<file path="src/asc_pkg.sv">
// Contract
// conversion clock: bus, bus half, local async
// alternate clock input absent, gives no clock
// hardware trigger starts conversion on counter overflow
// periodic counter clocked by reference or 32 kHz
// periodic counter free runs, rate-select sets period
// hardware trigger works in run, wait, stop3
// software sets stop-enable before stop3 operation
// only first pin enable register exists
// successive approximation resolves ten result bits
// right-justified result, 10-bit or 8-bit
// single or continuous; single returns to idle
// channel select field addresses 28 inputs
// optional compare: less-than or greater-or-equal flag
// completion flag with enableable interrupt request
// configurable sample time and speed/power
// software temperature sequence: long sample, AD27, AD26
// registers: two status, results, compares, config, pins
// status one write aborts, restarts unless channel ones; code restarts only while software triggering selected
// done flag clears on status write, result-low read
// overflows ignored while software triggering selected
package asc_pkg;

    // ==================================================================
    // register offsets
    localparam logic [2:0] OFF_SC1  = 3'h0;
    localparam logic [2:0] OFF_SC2  = 3'h1;
    localparam logic [2:0] OFF_RH   = 3'h2;
    localparam logic [2:0] OFF_RL   = 3'h3;
    localparam logic [2:0] OFF_CVH  = 3'h4;
    localparam logic [2:0] OFF_CVL  = 3'h5;
    localparam logic [2:0] OFF_CFG  = 3'h6;
    localparam logic [2:0] OFF_APE  = 3'h7;

    // ==================================================================
    // field positions
    localparam int SC1_DONE  = 7;
    localparam int SC1_IEN   = 6;
    localparam int SC1_CONT  = 5;
    localparam int SC2_ACT   = 7;
    localparam int SC2_HWTE  = 6;
    localparam int SC2_CMPE  = 5;
    localparam int SC2_CMPGT = 4;
    localparam int CFG_LPWR  = 7;
    localparam int CFG_DIVHI = 6;
    localparam int CFG_DIVLO = 5;
    localparam int CFG_LSMP  = 4;
    localparam int CFG_MODHI = 3;
    localparam int CFG_MODLO = 2;
    localparam int CFG_CLKHI = 1;
    localparam int CFG_CLKLO = 0;

    // ==================================================================
    // reset values and codes
    localparam logic [7:0] SC1_RST = 8'h1F;
    localparam logic [4:0] CH_OFF  = 5'h1F;
    localparam logic [1:0] CLK_BUS   = 2'h0;
    localparam logic [1:0] CLK_BUS2  = 2'h1;
    localparam logic [1:0] CLK_ALT   = 2'h2;
    localparam logic [1:0] CLK_ASYNC = 2'h3;
    localparam logic [1:0] MODE_8  = 2'h0;
    localparam logic [1:0] MODE_10 = 2'h2;

    // ==================================================================
    // cycle counts
    localparam int SMP_SHORT = 3;
    localparam int SMP_LONG  = 23;
    localparam int SMP_HSP   = 2;
    localparam int ASYNC_DIV = 4;
    localparam int SLOW_DIV  = 610;
    localparam logic [1:0] CMP_SETTLE = 2'h3;

endpackage : asc_pkg

</file>
<file path="src/asc_clkdiv.sv">
`timescale 1ns/1ns
// one-cycle enable every (DIV<<shift) cycles
module asc_clkdiv #(
    parameter int DIV = 2
) (
    // clock and reset
    input  wire logic        ref_clk_i,
    input  wire logic        rst_n_i,
    // control
    input  wire logic        run_i,
    input  wire logic [1:0]  shift_i,
    output logic             tick_o
);
    logic [15:0] cnt_ff;
    logic [15:0] lim;

    assign lim = 16'((DIV << shift_i) - 1);

    always_ff @(posedge ref_clk_i or negedge rst_n_i) begin
        if (!rst_n_i) begin
            cnt_ff <= 16'h0000;
            tick_o <= 1'b0;
        end else if (!run_i) begin
            cnt_ff <= 16'h0000;
            tick_o <= 1'b0;
        end else if (cnt_ff >= lim) begin
            cnt_ff <= 16'h0000;
            tick_o <= 1'b1;
        end else begin
            cnt_ff <= cnt_ff + 16'h0001;
            tick_o <= 1'b0;
        end
    end
endmodule : asc_clkdiv

</file>
<file path="src/asc_ctrl.sv">
`timescale 1ns/1ns
module asc_ctrl #(
    parameter int RES_W = 10
) (
    // clock and reset
    input  wire logic        ref_clk_i,
    input  wire logic        rst_n_i,
    // register port
    input  wire logic [2:0]  addr_i,
    input  wire logic [7:0]  wdata_i,
    input  wire logic        wr_i,
    input  wire logic        rd_i,
    output logic [7:0]       rdata_o,
    // periodic counter control
    input  wire logic        use_ref_clk_i,
    input  wire logic [2:0]  periodic_rate_select_i,
    input  wire logic        ref_tick_i,
    // analog front end
    input  wire logic        cmp_i,
    output logic             sample_o,
    output logic [RES_W-1:0] dac_o,
    output logic [4:0]       channel_select_field_o,
    output logic [7:0]       analog_pin_enable_o,
    output logic             hw_conversion_trigger_o,
    // events
    output logic             irq_o,
    output logic             busy_o
);
    typedef enum logic [2:0] {
        ST_IDLE = 3'b001,
        ST_SMP  = 3'b010,
        ST_CONV = 3'b100
    } asc_st_t;

    asc_st_t     st_ff;
    logic [7:0]  sc1_ff;
    logic [7:0]  sc2_ff;
    logic [7:0]  cfg_ff;
    logic [7:0]  ape_ff;
    logic [9:0]  cv_ff;
    logic [9:0]  res_ff;
    logic [9:0]  sar_ff;
    logic [3:0]  bit_ff;
    logic [5:0]  smp_ff;
    logic [1:0]  cmp_sync_ff;
    logic        done_ff;
    logic        hw_pend_ff;
    logic [15:0] rti_ff;
    logic [7:0]  rdata_ff;
    logic [1:0]  stl_ff;

    // ==================================================================
    // conversion clock enable
    logic [1:0] clk_sel;
    logic       div_run;
    logic       bus2_tick;
    logic       async_tick;
    logic       conv_tick;
    logic       cmp_bit;

    assign clk_sel = cfg_ff[asc_pkg::CFG_CLKHI:asc_pkg::CFG_CLKLO];
    assign div_run = (st_ff != ST_IDLE);
    assign cmp_bit = cmp_sync_ff[1];

    asc_clkdiv #(.DIV(2)) u_bus2 (
        .ref_clk_i (ref_clk_i),
        .rst_n_i   (rst_n_i),
        .run_i     (div_run),
        .shift_i   (cfg_ff[asc_pkg::CFG_DIVHI:asc_pkg::CFG_DIVLO]),
        .tick_o    (bus2_tick)
    );
    asc_clkdiv #(.DIV(asc_pkg::ASYNC_DIV)) u_async (
        .ref_clk_i (ref_clk_i),
        .rst_n_i   (rst_n_i),
        .run_i     (div_run),
        .shift_i   (cfg_ff[asc_pkg::CFG_DIVHI:asc_pkg::CFG_DIVLO]),
        .tick_o    (async_tick)
    );

    // alternate clock has no source, so that selection never ticks
    always_comb begin
        case (clk_sel)
            asc_pkg::CLK_BUS:   conv_tick = div_run;
            asc_pkg::CLK_BUS2:  conv_tick = bus2_tick;
            asc_pkg::CLK_ASYNC: conv_tick = async_tick;
            default:            conv_tick = 1'b0;
        endcase
    end

    // ==================================================================
    // periodic trigger counter
    logic       slow_tick;
    logic       rti_tick;
    logic [3:0] rti_bit;
    logic       rti_ovf;

    // slow tick stands in for the nominal 32 kHz source
    asc_clkdiv #(.DIV(asc_pkg::SLOW_DIV)) u_slow (
        .ref_clk_i (ref_clk_i),
        .rst_n_i   (rst_n_i),
        .run_i     (1'b1),
        .shift_i   (2'h0),
        .tick_o    (slow_tick)
    );

    // counter free runs in every power mode, hence no mode gating
    assign rti_tick = use_ref_clk_i ? ref_tick_i : slow_tick;
    assign rti_bit  = 4'({1'b0, periodic_rate_select_i} + 4'h8);
    assign rti_ovf  = rti_tick && (periodic_rate_select_i != 3'h0) &&
                      ((rti_ff & ((16'h0001 << rti_bit) - 16'h0001)) ==
                       ((16'h0001 << rti_bit) - 16'h0001));

    always_ff @(posedge ref_clk_i or negedge rst_n_i) begin
        if (!rst_n_i) begin
            rti_ff                  <= 16'h0000;
            hw_conversion_trigger_o <= 1'b0;
        end else begin
            if (rti_tick) begin
                rti_ff <= rti_ff + 16'h0001;
            end
            hw_conversion_trigger_o <= rti_ovf;
        end
    end

    // ==================================================================
    // register writes
    logic sc1_wr;
    logic rl_rd;
    logic ch_off;
    logic hw_mode;
    logic start;
    logic res_done;
    logic cmp_true;

    assign sc1_wr  = wr_i && (addr_i == asc_pkg::OFF_SC1);
    assign rl_rd   = rd_i && (addr_i == asc_pkg::OFF_RL);
    assign ch_off  = (sc1_ff[4:0] == asc_pkg::CH_OFF);
    assign hw_mode = sc2_ff[asc_pkg::SC2_HWTE];

    always_ff @(posedge ref_clk_i or negedge rst_n_i) begin
        if (!rst_n_i) begin
            sc1_ff <= asc_pkg::SC1_RST;
            sc2_ff <= 8'h00;
            cfg_ff <= 8'h00;
            ape_ff <= 8'h00;
            cv_ff  <= 10'h000;
        end else if (wr_i) begin
            case (addr_i)
                asc_pkg::OFF_SC1: sc1_ff <= {1'b0, wdata_i[6:0]};
                asc_pkg::OFF_SC2: sc2_ff <= {1'b0, wdata_i[6:4], 4'h0};
                asc_pkg::OFF_CVH: cv_ff[9:8] <= wdata_i[1:0];
                asc_pkg::OFF_CVL: cv_ff[7:0] <= wdata_i;
                asc_pkg::OFF_CFG: cfg_ff <= wdata_i;
                asc_pkg::OFF_APE: ape_ff <= wdata_i;
                default:          ;
            endcase
        end
    end

    // ==================================================================
    // completion flag: a completion in the clearing cycle wins
    logic [9:0] res_fmt;
    logic [9:0] sar_fin;
    logic       mode10;

    assign mode10   = (cfg_ff[asc_pkg::CFG_MODHI:asc_pkg::CFG_MODLO] == asc_pkg::MODE_10);
    // bit 0 is decided in the same edge that stores the result, so the
    // comparator answer goes in directly instead of the trial bit
    assign sar_fin  = {sar_ff[9:1], cmp_bit};
    assign res_fmt  = mode10 ? sar_fin : {2'b00, sar_fin[9:2]};
    assign cmp_true = !sc2_ff[asc_pkg::SC2_CMPE] ||
                      (sc2_ff[asc_pkg::SC2_CMPGT] ? (res_fmt >= cv_ff)
                                                 : (res_fmt < cv_ff));

    always_ff @(posedge ref_clk_i or negedge rst_n_i) begin
        if (!rst_n_i) begin
            done_ff <= 1'b0;
        end else if (res_done && cmp_true) begin
            done_ff <= 1'b1;
        end else if (sc1_wr || rl_rd) begin
            done_ff <= 1'b0;
        end
    end

    always_ff @(posedge ref_clk_i or negedge rst_n_i) begin
        if (!rst_n_i) begin
            res_ff <= 10'h000;
        end else if (res_done && cmp_true) begin
            // a failed compare leaves the previous result in place
            res_ff <= res_fmt;
        end
    end

    // ==================================================================
    // trigger capture
    // a trigger that lands mid conversion waits here for the idle state
    always_ff @(posedge ref_clk_i or negedge rst_n_i) begin
        if (!rst_n_i) begin
            hw_pend_ff <= 1'b0;
        end else if (sc1_wr || !hw_mode) begin
            hw_pend_ff <= 1'b0;
        end else if (hw_conversion_trigger_o && !ch_off) begin
            hw_pend_ff <= 1'b1;
        end else if (start) begin
            hw_pend_ff <= 1'b0;
        end
    end

    // ==================================================================
    // successive approximation sequencer
    logic [5:0] smp_len;
    logic       step;

    // long sample wins; otherwise low power stretches the short sample
    assign smp_len = cfg_ff[asc_pkg::CFG_LSMP] ? 6'(asc_pkg::SMP_LONG)
                   : (cfg_ff[asc_pkg::CFG_LPWR] ? 6'(asc_pkg::SMP_SHORT)
                                                : 6'(asc_pkg::SMP_HSP));
    assign start    = (st_ff == ST_IDLE) && hw_pend_ff;
    // one step per conversion tick, never before the settle count runs out
    assign step     = conv_tick && (stl_ff == 2'h0);
    assign res_done = (st_ff == ST_CONV) && step && (bit_ff == 4'h0);

    // ==================================================================
    // comparator settle: a new trial code passes the output register and
    // the two synchroniser stages before its answer can be read, so every
    // decision waits three cycles after the code last moved; this paces the
    // bus clock and undivided bus half settings, and the slower settings hardly notice it
    always_ff @(posedge ref_clk_i or negedge rst_n_i) begin
        if (!rst_n_i) begin
            stl_ff <= asc_pkg::CMP_SETTLE;
        end else if ((st_ff != ST_CONV) || step) begin
            stl_ff <= asc_pkg::CMP_SETTLE;
        end else if (stl_ff != 2'h0) begin
            stl_ff <= stl_ff - 2'h1;
        end
    end

    always_ff @(posedge ref_clk_i or negedge rst_n_i) begin
        if (!rst_n_i) begin
            cmp_sync_ff <= 2'b00;
        end else begin
            cmp_sync_ff <= {cmp_sync_ff[0], cmp_i};
        end
    end

    always_ff @(posedge ref_clk_i or negedge rst_n_i) begin
        if (!rst_n_i) begin
            st_ff  <= ST_IDLE;
            sar_ff <= 10'h000;
            bit_ff <= 4'h0;
            smp_ff <= 6'h00;
        end else if (sc1_wr) begin
            // abort, and restart in software trigger mode only; all ones switches the converter off
            if (wdata_i[4:0] != asc_pkg::CH_OFF && !hw_mode) begin
                st_ff  <= ST_SMP;
                smp_ff <= 6'h00;
            end else begin
                st_ff <= ST_IDLE;
            end
        end else begin
            case (st_ff)
                ST_IDLE: begin
                    if (start) begin
                        st_ff  <= ST_SMP;
                        smp_ff <= 6'h00;
                    end
                end
                ST_SMP: begin
                    if (conv_tick) begin
                        if (smp_ff == smp_len) begin
                            st_ff  <= ST_CONV;
                            sar_ff <= 10'h200;
                            bit_ff <= 4'h9;
                        end else begin
                            smp_ff <= smp_ff + 6'h01;
                        end
                    end
                end
                ST_CONV: begin
                    // decide only once the comparator has seen the current trial
                    if (step) begin
                        // keep the trial bit while the input is above it
                        sar_ff[bit_ff] <= cmp_bit;
                        if (bit_ff == 4'h0) begin
                            // continuous software mode loops, single idles
                            if (sc1_ff[asc_pkg::SC1_CONT] && !hw_mode) begin
                                st_ff  <= ST_SMP;
                                smp_ff <= 6'h00;
                            end else begin
                                st_ff <= ST_IDLE;
                            end
                        end else begin
                            sar_ff[bit_ff - 4'h1] <= 1'b1;
                            bit_ff <= bit_ff - 4'h1;
                        end
                    end
                end
                default: st_ff <= ST_IDLE;
            endcase
        end
    end

    // ==================================================================
    // read port and outputs
    always_ff @(posedge ref_clk_i or negedge rst_n_i) begin
        if (!rst_n_i) begin
            rdata_ff <= 8'h00;
        end else if (rd_i) begin
            case (addr_i)
                asc_pkg::OFF_SC1: rdata_ff <= {done_ff, sc1_ff[6:0]};
                asc_pkg::OFF_SC2: rdata_ff <= {st_ff != ST_IDLE, sc2_ff[6:0]};
                asc_pkg::OFF_RH:  rdata_ff <= {6'h00, res_ff[9:8]};
                asc_pkg::OFF_RL:  rdata_ff <= res_ff[7:0];
                asc_pkg::OFF_CVH: rdata_ff <= {6'h00, cv_ff[9:8]};
                asc_pkg::OFF_CVL: rdata_ff <= cv_ff[7:0];
                asc_pkg::OFF_CFG: rdata_ff <= cfg_ff;
                asc_pkg::OFF_APE: rdata_ff <= ape_ff;
                default:          rdata_ff <= 8'h00;
            endcase
        end
    end

    always_ff @(posedge ref_clk_i or negedge rst_n_i) begin
        if (!rst_n_i) begin
            sample_o               <= 1'b0;
            dac_o                  <= '0;
            channel_select_field_o <= asc_pkg::CH_OFF;
            analog_pin_enable_o    <= 8'h00;
            irq_o                  <= 1'b0;
            busy_o                 <= 1'b0;
        end else begin
            sample_o               <= (st_ff == ST_SMP);
            dac_o                  <= RES_W'(sar_ff);
            // the channel leaves through a register, so it lags the write a cycle
            channel_select_field_o <= sc1_ff[4:0];
            analog_pin_enable_o    <= ape_ff;
            irq_o                  <= done_ff && sc1_ff[asc_pkg::SC1_IEN];
            busy_o                 <= (st_ff != ST_IDLE);
        end
    end

    assign rdata_o = rdata_ff;

endmodule : asc_ctrl

</file>
<file path="config.mk">
export PLATFORM = sky130hd
export DESIGN_NAME = asc_ctrl
export DESIGN_NICKNAME = d
export VERILOG_FILES = /design/src/asc_pkg.sv /design/src/asc_clkdiv.sv /design/src/asc_ctrl.sv
export SDC_FILE = /design/constraint.sdc
export NUM_CORES = 1
export LEC_CHECK = 0
export ABC_AREA = 1
export BUFFER_PORTS_ARGS = -buffer_cell sky130_fd_sc_hd__buf_2
export CAP_MARGIN = 20
export CORE_MARGIN = 2
export CORE_UTILIZATION = 35
export CTS_CLUSTER_DIAMETER = 150
export DETAILED_ROUTE_END_ITERATION = 8
export PLACE_DENSITY_LB_ADDON = 0.1
export SYNTH_ARGS = -nofsm -noshare
export SYNTH_HDL_FRONTEND = slang
export SYNTH_HIERARCHICAL = 1
export SYNTH_SLANG_ARGS = --single-unit
</file>
<file path="constraint.sdc">
create_clock -name ref_clk_i -period 5.1 [get_ports ref_clk_i]
set_input_delay 0.51 -clock ref_clk_i [delete_from_list [all_inputs] [get_ports ref_clk_i]]
set_output_delay 0.51 -clock ref_clk_i [all_outputs]
set_load 0.05 [all_outputs]
</file>
==> qor.yml, run 1 <==
outcome: "completed"
cts_setup_buffers: 0
drcViolationCount: 0
synth_edf_count: 0
synth_ff_type: "dfrtp_1"
clockBufferDepth: 2
finalSetupViolCount: 0
power.leakage_nw: 5.13
start_util_pct: 35.7
ys_ff_latch: 176
antenna_found_initial: 1
grt_pass1_vias: 6446
nets: 1208
synthCells: 1055
final-max-slew-violation-count: 0
critical_path_class: "reg2reg"
rsz0062_at_grt: "false"
async_flop_share_pct: 100
ir_drop_v: 0.000178
port_buffers: 55
placedInstanceArea_sq_mm: 0.00973
cts-buffers-inserted: 17
grt_pass1_wl_um: 34200
fp.dieW_um: 165
fmax_mhz: 349
wire_per_inst_um: 14.2
synth_cell_types: 50
post_cts_resized: 0
n_antenna_cell: 0
boundaryPins: 56
min_path_type: "in2async"
htreeDepth: 4
end_kind: "flip-flop"
insertion_delay_ps: 430
dieArea_sq_mm: 0.0271
drive_gt1_share_pct: 14.3
hold_violations: 0
vias_per_cell: 4.58
yosysSeqAreaShare_pct: 49.0
relSlewSlack_pct: 44.7
power_density_mw_per_mm2: 400
postRouteAntennaNets: 0
clock-sinks: 176
post-route-cell-area_sq_mm: 0.0103
cts_tree: "yes"
clock-root-buffer: "clkbuf_16"
maxCapViolations: 0
vias: 6791
layout_commonest_cell: "nand2_1"
drt_iter0_markers: 458
finalWirelength_um: 21100
cp_data_required_time_ps: 5410
grt_overflow_total: 0
worst_ep_arrival_time_ps: 3180
globalRouteTotalUtil_pct: 16.3
crit_path_max_fanout: 17
synth_area_sq_mm: 0.00902
grt_max_degree: 102
rows: 58
finClkSkew_ps: 12.8
ys_warn_count: 6
final_cell_mix: "nand2_1, dfrtp_1, inv_1"
avgSynthCellArea_sq_um: 8.55
design.core.area_sq_mm: 0.0253
startpoint_type: "flip-flop"
worstMarginPinSlew_ps: 829
first_pass_iters: 5
cts_hold_buf: 0
period_minus_slack_ps: 2870
die_h_um: 165
place.detailed.hpwl_um: 15700
clk_pin_slew_ps: 70
fin_crit_sh_pct: 56.2
area_delta_synth_final_pct: 14.2
routabilityCongestion: 0.848
tns_ps: 0
-- kinds of logic after synthesis --
kind of cell,Yosys count,share of synthesized area (%)
AO/OA/AOI/OAI,132,8.61
multiplexers,1,0.111
XOR/XNOR,36,3.50
adder cells (fa/ha/maj),47,6.52
buffers and inverters,149,6.62
flip-flops,176,49.0
other,7,0.291
AND/OR/NAND/NOR,507,25.4
-- Yosys cell counts (2+ instances only) --
cell      count  area, sq um
a211oi_1      2         15.0
a21oi_1      19         95.1
a22oi_1       4         30.0
a31oi_1       2         12.5
a41oi_1       2         17.5
and2_1        2         12.5
buf_2         9         45.0
buf_6         2         22.5
clkbuf_1      6         22.5
clkinv_1      2         7.51
conb_1        7         26.3
dfrtp_1     163         4080
dfstp_2      13          342
ha_1         47          588
inv_1       121          454
inv_2         8         30.0
nand2_1     277         1040
nand2_2      13         81.3
nand2_4       5         56.3
nand3_1      60          300
nand3_2       4         40.0
nand4_1      11         68.8
nand4_4       2         42.5
nor2_1      102          383
nor2_2        4         25.0
nor2_4        7         78.8
nor3_1        8         40.0
nor3_2        3         30.0
nor3_4        2         32.5
nor4_1        2         12.5
o211ai_1      4         30.0
o21ai_0      69          345
o21ai_1      10         50.1
o21ai_2       9         78.8
o21bai_1      3         22.5
o22ai_1       2         12.5
or2_2         2         12.5
xnor2_1      11         96.3
xor2_1       25          219
-- per-layer routing --
| layer | vias up | part of all wire, % | routed length [um] | GRT usage (%) |
|---|---|---|---|---|
| met5 | - | 0.052 | 11 | 0 |
| met4 | 2 | 1.1 | 233 | 4.19 |
| met3 | 16 | 4.0 | 835 | 3.69 |
| met2 | 108 | 44 | 9200 | 24.7 |
| met1 | 3173 | 51 | 10800 | 23.5 |
| li1 | 3492 | - | - | - |
-- worst max-delay path, stage by stage (launching register included) --
cell	delay (ps)
dfrtp_1	380
inv_1	90
nand2_1	290
o21ai_0	420
ha_1	320
nand2_1	70
nand2_1	70
nand2_1	60
nand3_1	60
nor2_1	110
nand3_1	70
nand3_1	290
nand2_1	330
nand2_1	150
nand2_1	50
-- flip-flops by register name, indices dropped and copies added (netlist names), 4 cells and up --
| name | cells |
|---|---|
| u_async/cnt_ff | 16 |
| u_bus2/cnt_ff | 16 |
| u_slow/cnt_ff | 16 |
| rti_ff | 15 |
| cv_ff | 10 |
| dac_o | 10 |
| res_ff | 10 |
| sar_ff | 10 |
| analog_pin_enable_o | 8 |
| ape_ff | 8 |
| cfg_ff | 8 |
| rdata_o | 8 |
| sc1_ff | 7 |
| smp_ff | 6 |
| channel_select_field_o | 5 |
| bit_ff | 4 |
-- final timing paths --
path / startpoint / end / slack, ps / cells past startpoint
min in group ref_clk_i: cmp_i / cmp_sync_ff[0] / 190 / 1
max: cfg_ff[2] / res_ff[9] / 2230 / 14
max in group asynchronous: rst_n_i / cmp_sync_ff[0] / 3720 / 2
min: rst_n_i / u_slow/cnt_ff[0] / 160 / 1
max reg2reg: cfg_ff[2] / res_ff[9] / 2230 / 14
min reg2reg: cmp_sync_ff[0] / cmp_sync_ff[1] / 350 / 0
-- report_power, final --
| group | internal, mW | switching, mW |
|---|---|---|
| Combinational | 0.305 | 0.758 |
| Sequential | 1.59 | 0.172 |
| Clock | 0.710 | 0.584 |
-- metrics by stage --
step / hold WS [ps] / setup WS [ps] / power [mW] / util (%) / std cells
floorplan: 214 / 2930 / 2.56 / - / 1082
global placement: 336 / 2370 / 2.86 / 38.5 / 1451
detailed placement: 336 / 2290 / 2.86 / 38.5 / 1451
CTS: 174 / 2260 / 4.18 / 40.8 / 1483
global route: 178 / 1810 / 4.38 / 40.8 / 1483
finish: 159 / 2230 / 4.12 / 40.8 / 1483
-- cell type report --
| class | instances | area, sq um |
|---|---|---|
| clock buffers | 20 | 457 |
| multi-input cells | 757 | 4110 |
| fillers | 2552 | 14900 |
| well taps | 330 | 413 |
| flip-flops and latches | 176 | 4420 |
| clock inverters | 12 | 119 |
| inverters | 131 | 492 |
| repair buffers | 57 | 299 |
Note: power is estimated with default switching activity, not from simulation.
==> run 2, diff against run 1 <==
==> constraint.sdc (replaced) <==
create_clock -name ref_clk_i -period 2.5 [get_ports ref_clk_i]
set_input_delay 0.25 -clock ref_clk_i [delete_from_list [all_inputs] [get_ports ref_clk_i]]
set_output_delay 0.25 -clock ref_clk_i [all_outputs]
set_load 0.05 [all_outputs]
==> qor.yml, run 2 (same netlist as run 1, synthesis figures left out) <==
worst_ep_arrival_time_ps: 2590
cts_tree: "yes"
drive_gt1_share_pct: 15.1
nets: 1217
slowest_stage: "dfrtp_1"
worst_slack_ps: 230
post-route-cell-area_sq_mm: 0.0104
worstMarginPinSlew_ps: 572
cts-buffers-inserted: 17
area_delta_synth_final_pct: 15.4
design.core.area_sq_mm: 0.0253
grt_pass1_vias: 6552
cts_setup_buffers: 0
grt_pass1_wl_um: 35400
seqCellArea_sq_mm: 0.00442
fillCellCount: 2606
r2r_end: "res_ff[9]"
p_total_mw: 8.48
postRouteAntennaNets: 0
r2r_cells: 15
hold_depth: 3
start_util_pct: 35.7
finClkSkew_ps: 9.96
grt_overflow_total: 0
min_to: "cfg_ff[7]"
final-max-slew-violation-count: 0
clk_pin_slew_ps: 70
path_cells: "inv_1 > nand2_1 > buf_4 > o21ai_0 > ha_1 > nand2_1 > nand2_1 > inv_1 > nor2_1 > nor2_1 > nand3_1 > nand3_1 > nand2_2 > nand2_1 > nand2_1"
hold_violations: 0
vias: 6782
critical_path_class: "reg2reg"
die_h_um: 165
placedCellCount: 1458
grt_use_met1_pct: 25.2
min_path_type: "in2reg"
period_minus_slack_ps: 2270
n_antenna_cell: 0
min-delay-start: "wdata_i[7]"
tns_ps: 0
fin_crit_sh_pct: 90.8
post-place-ws_ps: 105
ir_drop_v: 0.000353
maxCapViolations: 0
stdcell_count: 1491
power_density_mw_per_mm2: 814
grt.busiest_layer: "met1"
rsz0062_at_grt: "false"
gr-usage-met3_pct: 3.64
clockBufferDepth: 2
placedInstanceArea_sq_mm: 0.00981
cp_data_required_time_ps: 2820
finalSetupViolCount: 0
final_cell_mix: "nand2_1, dfrtp_1, inv_1"
routabilityCongestion: 0.847
clock-root-buffer: "clkbuf_16"
fin_util_pct: 41.2
finalWirelength_um: 21200
startpoint_type: "flip-flop"
fmax_mhz: 441
hold_slack_ps: 139
boundaryPins: 56
timing.rr.start: "cfg_ff[2]"
grt_util_met2_pct: 25.1
place.detailed.hpwl_um: 15800
vias_per_cell: 4.55
relSlewSlack_pct: 61.7
crit_top_cell: "nand2_1"
grt_max_degree: 69
drt_iter0_markers: 430
antenna_found_initial: 1
drcViolationCount: 0
multi_input_area_sq_mm: 0.00412
rows: 58
crit_path_max_incr_delay_ps: 380
port_buffers: 55
power.leakage_nw: 5.18
fp.dieW_um: 165
insertion_delay_ps: 430
r2r_setup_slack_ps: 230
clock-sinks: 176
globalRouteTotalUtil_pct: 16.9
top_regs: "u_async/cnt_ff: 16 flops, u_bus2/cnt_ff: 16 flops, u_slow/cnt_ff: 16 flops"
crit_path_max_fanout: 17
wire_per_inst_um: 14.2
first_pass_iters: 5
end_kind: "flip-flop"
dieArea_sq_mm: 0.0271
htreeDepth: 4
layout_commonest_cell: "nand2_1"
outcome: "completed"
run 2: power breakdown:
group	internal [mW]	total [mW]	switching [mW]
combinational	0.647	2.21	1.57
clock	1.48	2.66	1.18
sequential	3.25	3.60	0.352
run 2: final cells by class:
| cell class | instances | share of cell area [%] |
|---|---|---|
| tap | 330 | 3.97 |
| inverter | 131 | 4.72 |
| clock buffer | 19 | 4.16 |
| clock inverter | 12 | 1.31 |
| timing repair buffer | 66 | 3.81 |
| sequential | 176 | 42.5 |
| multi-input combinational | 757 | 39.6 |
run 2: timing repair:
item	in CTS	in global routing
setup endpoints to repair	0	11
hold endpoints to repair	61	0
resized for setup	0	6
hold buffers	2	0
run 2: layer usage:
metal  share of wire (%)  vias up
met5                   0        -
met4                0.79        0
met3                 4.2       10
met2                  44      133
met1                  51     3125
li1                    -     3514
run 2: critical path: cells and delay by family (launching register included):
family | cells | cell delay, ps
and+or+nand+nor | 10 | 820
DFF | 1 | 380
AOI/OAI and AO/OA | 1 | 320
adders and majority gates | 1 | 320
buffers and inverters | 3 | 310
run 2: worst max path at each step:
stage	cells after the start	slack [ps]	end	start
final	15	230	res_ff[9]	cfg_ff[2]
after global routing	16	10	res_ff[0]	cfg_ff[2]
after CTS	15	90	done_ff	cfg_ff[2]
after detailed placement	15	110	res_ff[9]	cfg_ff[2]
after global placement	15	180	done_ff	cfg_ff[2]
after floorplan	14	330	res_ff[3]	cfg_ff[3]
